### config.mk
export PLATFORM = sky130hd
export DESIGN_NAME = dce_exec
export DESIGN_NICKNAME = d
export VERILOG_FILES = /design/src/design/dce_pkg.sv /design/src/design/dce_phase_gen.sv /design/src/design/dce_exec.sv
export SDC_FILE = /design/constraint.sdc
export NUM_CORES = 1
export LEC_CHECK = 0
export BUFFER_PORTS_ARGS = -buffer_cell sky130_fd_sc_hd__buf_2
export CAP_MARGIN = 0
export CORE_ASPECT_RATIO = 1.25
export CORE_MARGIN = 2
export CORE_UTILIZATION = 50
export DETAILED_ROUTE_END_ITERATION = 16
export GPL_TIMING_DRIVEN = 1
export MAX_ROUTING_LAYER = met4
export PLACE_DENSITY_LB_ADDON = 0.25
export SLEW_MARGIN = 20
export SYNTH_ARGS = -nofsm -noshare
export SYNTH_HDL_FRONTEND = slang
export SYNTH_SLANG_ARGS = --single-unit
### constraint.sdc
create_clock -name clk_sys -period 2.1 [get_ports clk_sys]
set_input_delay 0 -clock clk_sys [delete_from_list [all_inputs] [get_ports clk_sys]]
set_output_delay 0 -clock clk_sys [all_outputs]
set_load 0.01 [all_outputs]
### src/design/dce_pkg.sv
// Package: shared types and constants for the decrement/complement executor
package dce_pkg;

  // ==========================================================
  // Widths and encodings
  localparam int DATA_W = 8;
  localparam int ADDR_W = 7;
  localparam logic [6:0] ADDR_MAX = 7'h7f;
  localparam logic [5:0] OPC_INVERT = 6'h09;
  localparam logic [5:0] OPC_DEC = 6'h03;
  localparam logic [5:0] OPC_DEC_SKIP = 6'h0b;
  localparam int OPC_MSB = 13;
  localparam int OPC_LSB = 8;
  localparam int DEST_BIT = 7;
  localparam logic DEST_ACC = 1'b0;
  localparam logic DEST_REG = 1'b1;
  localparam logic [7:0] DEC_STEP = 8'h01;
  localparam logic [7:0] ZERO_BYTE = 8'h00;
  localparam logic [7:0] ACC_RESET = 8'h00;
  localparam logic ZFLAG_RESET = 1'b0;

  // ==========================================================
  // Types
  typedef enum logic [1:0] {
    DCE_OP_NONE,
    DCE_OP_INVERT,
    DCE_OP_DEC,
    DCE_OP_DEC_SKIP
  } dce_op_t;

  typedef struct packed {
    logic [13:0] word;
    logic valid;
  } dce_instr_t;

  typedef struct packed {
    logic [6:0] addr;
    logic [7:0] data;
    logic we;
  } dce_wr_t;

endpackage : dce_pkg

### src/design/dce_phase_gen.sv
// Four-phase sequencer for one instruction cycle
`timescale 1ns/1ps
module dce_phase_gen
  import dce_pkg::*;
(
  input wire logic clk_sys,
  input wire logic arst_n,
  input wire logic clk_en,
  output logic [3:0] phase_onehot
);

  // ==========================================================
  // Rotating one-hot phase
  logic [3:0] phase_ff;
  logic [3:0] nxt_phase;

  assign nxt_phase = {phase_ff[2:0], phase_ff[3]};
  assign phase_onehot = phase_ff;

  always_ff @(posedge clk_sys or negedge arst_n) begin
    if (!arst_n) begin
      phase_ff <= 4'h1;
    end else if (clk_en) begin
      phase_ff <= nxt_phase;
    end
  end

endmodule : dce_phase_gen

### src/design/dce_exec.sv
// Execution unit for invert, decrement and decrement-skip-on-zero
`timescale 1ns/1ps

// How it works
// RULE_01: Decrement takes a 7-bit register address and one destination bit.
// RULE_02: Decrement subtracts one and sends the result to the chosen place.
// RULE_03: Destination bit 0 writes the accumulator; register left alone.
// RULE_04: Phases: decode, read register, process, write destination.
// RULE_05: Decrement-skip is one cycle, or two with an idle second cycle.
// RULE_06: Zero result skips the next instruction in the program counter.
// RULE_07: Nonzero result runs next instruction; zero replaces it with idle.
// RULE_08: Invert flips all bits; destination 0 accumulator, 1 register.
// RULE_09: Destination bit 1 writes the decrement-skip result to register.
// RULE_10: Zero flag follows invert and decrement; decrement-skip leaves it.
module dce_exec
  import dce_pkg::*;
(
  input wire logic clk_sys,
  input wire logic arst_n,
  input wire logic clk_en,
  input wire dce_instr_t instr_in,
  input wire logic [7:0] rd_data,
  output logic [6:0] rd_addr,
  output logic rd_en,
  output dce_wr_t reg_wr,
  output logic [7:0] acc,
  output logic zero_flag,
  output logic skip_next,
  output logic busy,
  output logic [3:0] phase
);

  // ==========================================================
  // Phase sequencer
  logic [3:0] ph;

  dce_phase_gen u_phase (
    .clk_sys(clk_sys),
    .arst_n(arst_n),
    .clk_en(clk_en),
    .phase_onehot(ph)
  );

  wire ph_one = ph[0];
  wire ph_two = ph[1];
  wire ph_three = ph[2];
  wire ph_four = ph[3];

  // ==========================================================
  // Decode, done in phase one
  wire [5:0] opc = instr_in.word[OPC_MSB:OPC_LSB];
  wire dest_in = instr_in.word[DEST_BIT];
  wire [6:0] addr_in = instr_in.word[6:0];
  dce_op_t dec_op;

  always_comb begin
    case (opc)
      OPC_INVERT: dec_op = DCE_OP_INVERT;
      OPC_DEC: dec_op = DCE_OP_DEC;
      OPC_DEC_SKIP: dec_op = DCE_OP_DEC_SKIP;
      default: dec_op = DCE_OP_NONE;
    endcase
  end

  dce_op_t op_ff;
  logic dest_ff;
  logic [6:0] addr_ff;
  logic [7:0] opnd_ff;
  logic [7:0] res_ff;
  logic idle_ff;
  logic [7:0] acc_ff;
  logic zf_ff;
  logic skip_ff;
  logic busy_ff;
  logic rd_en_ff;
  logic [6:0] rd_addr_ff;
  dce_wr_t wr_ff;
  logic [3:0] phase_ff;

  // Idle second cycle swallows the fetched word: decode nothing
  wire take = ph_one && instr_in.valid && !idle_ff; // RULE_05
  dce_op_t nxt_op;
  assign nxt_op = take ? dec_op : DCE_OP_NONE;

  // ==========================================================
  // Processing
  wire [7:0] dec_res = opnd_ff - DEC_STEP; // RULE_02
  wire [7:0] inv_res = ~opnd_ff; // RULE_08
  logic [7:0] nxt_res;

  always_comb begin
    case (op_ff)
      DCE_OP_INVERT: nxt_res = inv_res;
      DCE_OP_DEC: nxt_res = dec_res;
      DCE_OP_DEC_SKIP: nxt_res = dec_res;
      default: nxt_res = opnd_ff;
    endcase
  end

  wire res_zero = (res_ff == ZERO_BYTE);
  wire active = (op_ff != DCE_OP_NONE);
  wire to_acc = active && (dest_ff == DEST_ACC); // RULE_03
  wire to_reg = active && (dest_ff == DEST_REG); // RULE_09
  wire flag_upd = (op_ff == DCE_OP_INVERT) || (op_ff == DCE_OP_DEC); // RULE_10
  wire do_skip = (op_ff == DCE_OP_DEC_SKIP) && res_zero; // RULE_06

  dce_wr_t nxt_wr;
  assign nxt_wr.addr = addr_ff;
  assign nxt_wr.data = res_ff;
  assign nxt_wr.we = ph_four && to_reg;

  // ==========================================================
  // Decode latch and operand read
  always_ff @(posedge clk_sys or negedge arst_n) begin
    if (!arst_n) begin
      op_ff <= DCE_OP_NONE;
      dest_ff <= DEST_ACC;
      addr_ff <= 7'h00;
    end else if (clk_en && ph_one) begin
      op_ff <= nxt_op; // RULE_04
      dest_ff <= dest_in; // RULE_01
      addr_ff <= addr_in & ADDR_MAX; // RULE_01
    end
  end

  // Register read on phase two, process on phase three
  always_ff @(posedge clk_sys or negedge arst_n) begin
    if (!arst_n) begin
      opnd_ff <= ZERO_BYTE;
      res_ff <= ZERO_BYTE;
    end else if (clk_en) begin
      if (ph_two) begin
        opnd_ff <= rd_data; // RULE_04
      end
      if (ph_three) begin
        res_ff <= nxt_res; // RULE_04
      end
    end
  end

  // ==========================================================
  // Write-back on phase four
  always_ff @(posedge clk_sys or negedge arst_n) begin
    if (!arst_n) begin
      acc_ff <= ACC_RESET;
      zf_ff <= ZFLAG_RESET;
      idle_ff <= 1'b0;
      skip_ff <= 1'b0;
    end else if (clk_en && ph_four) begin
      if (to_acc) begin
        acc_ff <= res_ff; // RULE_03
      end
      if (flag_upd) begin
        zf_ff <= res_zero; // RULE_10
      end
      idle_ff <= do_skip; // RULE_07
      skip_ff <= do_skip; // RULE_06
    end
  end

  // Port registers; write strobe holds one clock after phase four
  always_ff @(posedge clk_sys or negedge arst_n) begin
    if (!arst_n) begin
      wr_ff <= '0;
      rd_en_ff <= 1'b0;
      rd_addr_ff <= 7'h00;
      busy_ff <= 1'b0;
      phase_ff <= 4'h0;
    end else if (clk_en) begin
      wr_ff <= nxt_wr; // RULE_09
      rd_en_ff <= ph_one && (nxt_op != DCE_OP_NONE);
      rd_addr_ff <= addr_in & ADDR_MAX;
      busy_ff <= active || idle_ff; // RULE_05
      phase_ff <= ph;
    end
  end

  assign acc = acc_ff;
  assign zero_flag = zf_ff;
  assign skip_next = skip_ff;
  assign reg_wr = wr_ff;
  assign rd_en = rd_en_ff;
  assign rd_addr = rd_addr_ff;
  assign busy = busy_ff;
  assign phase = phase_ff;

endmodule : dce_exec

**Word level (Yosys, flattened, before mapping)**

Cells that the tools add are included.

- Output and inout port bits: 39
- Register bits: 69
- Logic and storage cells: 48

- Bitwise logic cells: 2
- Add/sub/neg operators: 1
- Multiplexer cells: 3
- Equality and inequality tests: 6
- Reductions and logical operators: 20

Operators by type and width:

| cell | count |
|---|---|
| 8-bit one-hot mux with 2 select lines | 1 |
| 6-bit by 4-bit == test with 1-bit output, second input constant | 2 |
| 1-bit logical AND | 9 |
| 8-bit zero test | 1 |
| 8-bit NOT | 1 |
| 2-bit AND reduction | 4 |
| 8-bit by 1-bit subtractor with 8-bit output, second input constant | 1 |
| 6-bit by 2-bit == test with 1-bit output, second input constant | 1 |
| 2-bit one-hot mux with 3 select lines | 1 |
| 2-bit == test, second input constant | 2 |
| 2-bit nonzero test | 2 |
| 2-bit by 1-bit == test with 1-bit output, second input constant | 1 |
| 1-bit logical OR | 2 |
| 2-bit 2-to-1 mux | 1 |
| 2-bit OR reduction | 1 |
| 1-bit zero test | 1 |
| 1-bit NOT | 1 |

**Logic depth before layout (Yosys ltp)**

Gate-level depths: netlist of the first run.

- Depth in word-level cells: 5
- Mapped depth: 7

**Hierarchy**

Synthesis of the first run repeated with hierarchy kept, for this count alone.

- Cells, all modules: 229
- Area, all modules: 2975.4 um^2

Modules (own cells, without submodules):

| module | sequential area each (um^2) | cells each | area an instance (um^2) | instances |
|---|---|---|---|---|
| dce_exec | 1626.6 | 221 | 2829.0 | 1 |
| dce_phase_gen | 101.3 | 8 | 146.4 | 1 |

**Worst setup path before layout of the first run**

Ideal clock, no wire load.

- Path type: register to register
- Start point: register op_ff[0]
- End point: register res_ff[7]
- Library setup time: 126 ps
- Clock period less this slack: 1601 ps
- Stages on the path, launching flop included: 7
- Setup slack: 499 ps
- Arrival time: 1475 ps
- Cells stage by stage: dfrtp_1 > inv_1 > ha_1 > buf_2 > nor2_1 > mux2_4 > a221o_1

- Cells in the longest elaborated chain, start to end: 3
- Elaborated cells on any way between the ends: 5

RTL lines:

| item | line | RTL |
|---|---|---|
| start: declaration | dce_exec.sv:65 | `dce_op_t op_ff;` |
| start signal: assignment | dce_exec.sv:120 | `op_ff <= nxt_op;` |
| 2-bit == test | dce_exec.sv:92 | `case (op_ff)` |
| 2-bit OR reduction (no source line) | - |  |
| 8-bit one-hot mux with 2 select lines * | dce_exec.sv:92 |  |
| end signal: assignment | dce_exec.sv:136 | `res_ff <= nxt_res;` |
| end: declaration | dce_exec.sv:69 | `logic [7:0] res_ff;` |

Every way passes the cells marked *; elsewhere a longest branch is shown, timed or not.
A chain may end at the register's enable or synchronous reset.

**Worst setup path after layout of the first run**

- Start point: register u_phase.phase_ff[0] (netlist: u_phase.phase_onehot[0])
- End point: register rd_en_ff (netlist: rd_en)

- Cells in the longest elaborated chain, start to end: 5

RTL lines:

| item | line | RTL |
|---|---|---|
| start: declaration | dce_phase_gen.sv:14 | `logic [3:0] phase_ff;` |
| start signal: assignment | dce_phase_gen.sv:24 | `phase_ff <= nxt_phase;` |
| 1-bit logical AND (2 in series) | dce_exec.sv:81 | `wire take = ph_one && instr_in.valid && !idle_ff;` |
| 2-bit 2-to-1 mux | dce_exec.sv:83 | `assign nxt_op = take ? dec_op : DCE_OP_NONE;` |
| 2-bit nonzero test | dce_exec.sv:171 | `rd_en_ff <= ph_one && (nxt_op != DCE_OP_NONE);` |
| 1-bit logical AND * | dce_exec.sv:171 |  |
| end signal: assignment | dce_exec.sv:171 |  |
| end: declaration | dce_exec.sv:75 | `logic rd_en_ff;` |

Marked as above.

==> flow_summary_export.csv, run 1 <==
group,metric,value,unit
drt,drt-total-wl,5585,µm
min_path,min-delay-path-class,"in2reg",
pwr,switching_share,29.96,%
clocking,clkLatencyLatePin,0.34,ns
setup_path,cp_data_arrival_time,2.14,ns
die,num_rows,30,
drt,detail_route.wl_per_cell,14.51,µm
synthesis,yosys_warnings,0,
pwr,combinationalPowerShare,24.4,%
drt,drt_pre_antenna_iters,4,
setup_path,critical_path.endpoint_type,"register",
setup_path,slowest_stage,"sky130_fd_sc_hd__dlygate4sd3_1",
setup_path,timing.critical_path.mode_cell,"sky130_fd_sc_hd__o21ai_1",
clocking,cts-root-buf,"sky130_fd_sc_hd__clkbuf_8",
sta,period_minus_slack,1.884,ns
die,initial_utilization,52.33,%
setup_path,cp-startpoint,"u_phase.phase_onehot[0]",
clocking,clkSlewWorstSetupHoldPaths,0.07,ns
placed_design,gp_congestion,0.8313,
pwr,powerDensity,1120,mW/mm²
pwr,worst_ir_drop_vdd,675.4,µV
grt,grt_max_degree,41,
grt,grt_pass1_vias,1991,
sta,post-route-period-util,89.72,%
synthesis,post_synthesis_cells,229,
die,design.die.area,0.006361,mm²
clocking,numCtsBuffers,9,
die,die_w,71.74,µm
sta,setup_viol,0,
synthesis,netlist-cell-type-count,42,
setup_path,crit_required,2.36,ns
sta,timing_hold_violations_final,0,
grt,antenna_found_initial,0,
sta,worst_pin_slew,0.6239,ns
setup_path,crit-reg2reg-launch,"u_phase.phase_onehot[0]",
cells_and_area,syn2layout_area_growth,27.14,%
sta,rsz_0062_raised_after_global_routing,"no",
drt,detail_route.vias_per_cell,5.283,
placed_design,place.port_buffers,64,
drt,vias,2034,
die,core-area,0.005480,mm²
pwr,sequentialPowerShare,49.5,%
cells_and_area,final_net_count,347,
status,status,"finished clean",
synthesis,synthesis.nets,260,
clocking,cts.sink_count,66,
grt,grt_pass1_wl,9328,µm
cells_and_area,layout_commonest_cell,"sky130_fd_sc_hd__dfrtp_1",
sta,finalClockSkew,0.007451,ns
setup_path,timing_worst_setup_path_type,"reg2reg",
sta,finalMaxSlewViolations,0,
sta,fin_setup_tns,0,ns
flow_run,maxCapViolCount,0,
sta,post-route-worst-setup-slack,0.2158,ns
placed_design,dpl.hpwl,3891,µm
setup_path,critical_path.cell_chain,"nand2_1 -> nor4b_2 -> o21ai_1 -> dlygate4sd3_1 -> o21ai_1",
drt,drcViolationCount,0,
grt,grt_use_total,20.09,%
synthesis,synth_sequential_area_ratio,57.64,%
pwr,leak_pwr,1.734,nW
drt,final_antenna_net_count,0,
setup_path,critical_path.max_fanout,3,
die,boundaryPins,65,
synthesis,post_synth_instance_area,0.002868,mm²
setup_path,critPathMaxStageDelay,0.58,ns
sta,highest_attainable_clock_frequency,0.5307,GHz
synthesis,avgSynthCellArea,12.52,µm²
grt,grt-ovfl-total,0,
placed_design,pre_cts_slack,0.4083,ns
clocking,cts-root-to-sink-buffers,2,
cells_and_area,antenna_cells,0,
min_path,hold_path_startpoint,"clk_en",
drt,drtIter0Drc,108,
pwr,cell_internal_pwr,2.859,mW
setup_path,critical_path_source_type,"register",
sta,slew_hr,58.41,%
synthesis,synth.ff_latch_count,66,
cells_and_area,layout_common_cells,"sky130_fd_sc_hd__dfrtp_1 (65), sky130_fd_sc_hd__buf_2 (64), sky130_fd_sc_hd__mux2_2 (43)",
pwr,power_frac_clock,26.1,%
die,chipHeight,88.67,µm
clocking,cts_tree,"done",
clocking,htree_levels,3,
pwr,power_switching,1.223,mW
cells_and_area,final_layout_size_suffix_gt1_share,41.12,%
## synth_stat cells (all sizes together)
master   number  area (µm²)
dfrtp        65        1627
mux2         48       544.3
nor2         16       60.06
inv          14       52.55
o21ai        12       60.05
nand2        11       41.29
buf           9       51.29
a21oi         8       40.04
a31oi         6       37.54
ha            5       62.56
a22o          3       26.28
clkbuf        3       11.26
nand3         3       20.02
or4           3       22.52
and3          2       13.77
nor3          2       26.28
nor4          2       12.51
a211oi        1       7.510
a21boi        1       7.510
a221o         1       10.01
and2          1       6.260
dfstp         1       26.28
mux2i         1       10.01
nand2b        1       6.260
nand3b        1       7.510
nor4b         1       15.01
o211ai        1       7.510
o22ai         1       6.260
o2bb2ai       1       8.760
o32ai         1       8.760
or2           1       6.260
or3           1       6.260
or3b          1       8.760
or4b          1       10.01
## routing by layer
metal  share of wire (%)  global-route usage (%)
met1                  44                   23.99
met2                  50                   31.90
met3                 4.0                   5.011
met4                 2.2                   9.777
met5                   0                       -
## flip-flops by register name, summed over array words and instances, names as in the netlist
signal,cells
zero_flag,1
res_ff,8
rd_addr,7
opnd_ff,8
phase,2
rd_en,1
reg_wr,16
skip_next,1
busy,1
dest_ff,1
acc,8
addr_ff,7
u_phase.phase_onehot,3
op_ff,2
## critical path, delay by kind of cell (launching register included)
kind / cells / cell delay, ns
AO/OA/AOI/OAI: 2 / 0.19
buffers and inverters: 1 / 0.58
flip-flops: 1 / 0.53
AND/OR/NAND/NOR: 2 / 0.51
## through the flow
step | power, mW | area, µm² | util, % | cells | hold slack, ns
after floorplan | 2.627 | 2868 | - | 229 | -0.2956
after global placement | 2.979 | 3248 | 59.27 | 349 | 0.05261
after detailed placement | 3.030 | 3248 | 59.27 | 349 | 0.05567
after CTS | 4.127 | 3646 | 66.53 | 385 | 0.1351
after global routing | 4.353 | 3646 | 66.53 | 385 | 0.1558
final | 4.082 | 3646 | 66.53 | 385 | 0.1379
## path summary, 6_finish.rpt
check                                     endpoint  slack [ns]  cells past startpoint
min in group asynchronous               opnd_ff[6]        0.22                      2
hold / removal                               rd_en        0.14                      2
setup / recovery                             rd_en        0.22                      5
hold reg to reg                         addr_ff[1]        0.49                      1
setup reg to reg                             rd_en        0.22                      5
max in group asynchronous  u_phase.phase_onehot[0]        1.20                      3
## power by group through the flow
stage,Sequential (mW),Clock (mW),Combinational (mW)
floorplan,2.05,0,0.574
global placement,2.02,0,0.959
detailed placement,2.05,0,0.984
CTS,2.02,1.09,1.01
global route,2.09,1.15,1.12
finish,2.02,1.07,0.998
## final cells by class
class	instances	area (µm²)
clock buffer	14	162.7
clock inverter	2	35.03
fill	463	1834
inverter	14	52.55
multi-input combinational	137	1100
sequential	66	1653
tap	64	80.08
timing repair buffer	88	563.0
## cells by family (layout without fill, tap and decap cells)
group | Yosys count | after routing | share of synthesized area (%)
flops | 66 | 66 | 57.64
mux | 49 | 49 | 19.33
simple gates | 47 | 47 | 9.163
compound gates | 36 | 36 | 7.680
buf+inv | 26 | 118 | 4.014
fa+ha+maj | 5 | 5 | 2.182
## repair_timing
action	in CTS	in global routing
gates resized for setup	0	0
hold buffers	20	0
buffers inserted	0	0
hold endpoints to repair	52	0
Note: power is estimated with default switching activity, not from simulation.
==> inputs of run 2 (changes only) <==
Settings changed: CORE_MARGIN 2 to default.
==> run 2 against run 1 <==
Effect of this change: core utilization down 0.11 points; sequential power about the same; via count down 1.9%; critical endpoint is now res_ff[5]; clock power down 4%; register-to-register slack better by 0.16 ns; die area down 5.0%; setup slack better by 0.16 ns; sequential cell count unchanged; clock skew about the same.
==> flow_summary_export.csv, run 2 (synthesis results as in run 1) <==
group,metric,value,unit
die,die_w,69.74,µm
drt,detail_route.vias_per_cell,5.184,
pwr,powerDensity,1112,mW/mm²
pwr,leak_pwr,1.736,nW
pwr,worst_ir_drop_vdd,680.7,µV
clocking,clkSlewWorstSetupHoldPaths,0.07,ns
die,initial_utilization,52.33,%
setup_path,critical_path.max_fanout,16,
clocking,cts_setup_buffers,0,
sta,slew_hr,56.40,%
setup_path,critical_path.cell_chain,"inv_1 -> ha_1 -> buf_4 -> nor2_1 -> and3_2 -> o21ai_0 -> a31oi_1",
sta,finalMaxSlewViolations,0,
sta,timing_hold_violations_final,0,
drt,drt_pre_antenna_iters,4,
flow_run,maxCapViolCount,0,
setup_path,critical_path_source_type,"register",
clocking,cts_tree,"done",
clocking,cts-root-buf,"sky130_fd_sc_hd__clkbuf_8",
sta,highest_attainable_clock_frequency,0.5791,GHz
cells_and_area,final_layout_size_suffix_gt1_share,42.37,%
grt,grt_max_degree,40,
drt,vias,1996,
clocking,cts-root-to-sink-buffers,2,
cells_and_area,antenna_cells,0,
placed_design,dpl.hpwl,3864,µm
grt,grt_use_total,20.92,%
pwr,finalPower,4.048,mW
setup_path,crit_required,2.31,ns
setup_path,critPathMaxStageDelay,0.41,ns
grt,grt_pass1_vias,1955,
drt,drtIter0Drc,92,
cells_and_area,regArea,0.001653,mm²
grt,grt-ovfl-total,0,
clocking,cts.sink_count,66,
cells_and_area,layout_common_cells,"sky130_fd_sc_hd__dfrtp_1 (65), sky130_fd_sc_hd__buf_2 (64), sky130_fd_sc_hd__mux2_2 (43)",
cells_and_area,layout_commonest_cell,"sky130_fd_sc_hd__dfrtp_1",
sta,period_minus_slack,1.727,ns
min_path,min-delay-path-class,"in2reg",
sta,rsz_0062_raised_after_global_routing,"no",
sta,finalClockSkew,0.007841,ns
clocking,numCtsBuffers,9,
placed_design,gp_congestion,0.8655,
placed_design,place.port_buffers,64,
clocking,clkLatencyLatePin,0.34,ns
grt,antenna_found_initial,0,
setup_path,cp_data_arrival_time,1.93,ns
setup_path,timing.reg2reg.setup_slack,0.37,ns
sta,post-route-period-util,82.23,%
min_path,worstHoldPathCells,2,
cells_and_area,final_area,0.003640,mm²
sta,worst_pin_slew,0.6540,ns
drt,drt-total-wl,5538,µm
sta,setup_viol,0,
die,chipHeight,86.67,µm
clocking,htree_levels,3,
setup_path,ff2ff_path_depth,7,
setup_path,critical_path.endpoint_type,"register",
die,num_rows,30,
cells_and_area,final_net_count,347,
drt,detail_route.wl_per_cell,14.38,µm
sta,whs,0.01114,ns
sta,fin_setup_tns,0,ns
cells_and_area,multi_input_comb_area,0.001100,mm²
cells_and_area,final_cells,385,
die,boundaryPins,65,
die,design.die.area,0.006044,mm²
die,core-area,0.005480,mm²
placed_design,dp_cells,350,
status,status,"finished clean",
cells_and_area,syn2layout_area_growth,26.92,%
drt,final_antenna_net_count,0,
cells_and_area,num-fill-cells,437,
grt,grt_pass1_wl,9370,µm
drt,drcViolationCount,0,
setup_path,timing_worst_setup_path_type,"reg2reg",
cells_and_area,largest_register_ff_count,16,
clocking,postCtsResizedCells,0,
placed_design,place_area,0.003256,mm²
setup_path,slowest_stage,"sky130_fd_sc_hd__dfrtp_1",
run 2: cell count changes in the layout (fill, tap and decap cells not counted), sizes merged:
| cell | change |
|---|---|
| buf | +1 |
| clkbuf | -5 |
| clkinv | +4 |
| clkinvlp | +1 |
| dlygate4sd3 | -1 |
run 2: final timing paths:
path / start / endpoint
min in group asynchronous: arst_n / res_ff[1]
min: clk_en / u_phase.phase_onehot[0]
min reg2reg: u_phase.phase_onehot[0] / u_phase.phase_onehot[0]
max: op_ff[0] / res_ff[5]
max in group asynchronous: arst_n / u_phase.phase_onehot[0]
max reg2reg: op_ff[0] / res_ff[5]
run 2: final cells by class:
type                    count  share of cell area (%)
multi-input cells         137                   30.22
repair buffers             88                   15.40
flip-flops and latches     66                   45.41
clock inverters             7                   1.925
clock buffers               9                   3.403
well taps                  64                   2.200
inverters                  14                   1.444
run 2: power breakdown:
part,internal (mW),switching (mW)
sequential,1.69,0.326
clock,0.545,0.487
combinational,0.555,0.444
total,2.79,1.26
run 2: repair_timing:
action                                  CTS  global route
hold buffers                             19             0
endpoints found under the hold margin    53             0
endpoints found under the setup margin    0             0
run 2: per-stage QoR:
step                worst slack (ns)  util, %
floorplan                     0.4985        -
global placement              0.4786    59.41
detailed placement            0.3762    59.41
CTS                           0.3722    66.42
global route                  0.2864    66.42
finish                        0.3732    66.42
run 2: per-layer routing:
metal | track usage (%) | routed length, µm | part of all wire [%]
met5 | - | 0 | 0
met4 | 9.091 | 114 | 2.1
met3 | 6.395 | 241 | 4.4
met2 | 32.13 | 2669 | 48
met1 | 25.75 | 2513 | 45
run 2: critical path, delay by kind of cell, from the launching register on:
kind	cells	cell delay (ns)
AOI/OAI and AO/OA	2	0.27
and+or+nand+nor	2	0.25
DFF	1	0.41
buffers and inverters	2	0.36
adders and majority gates	1	0.31
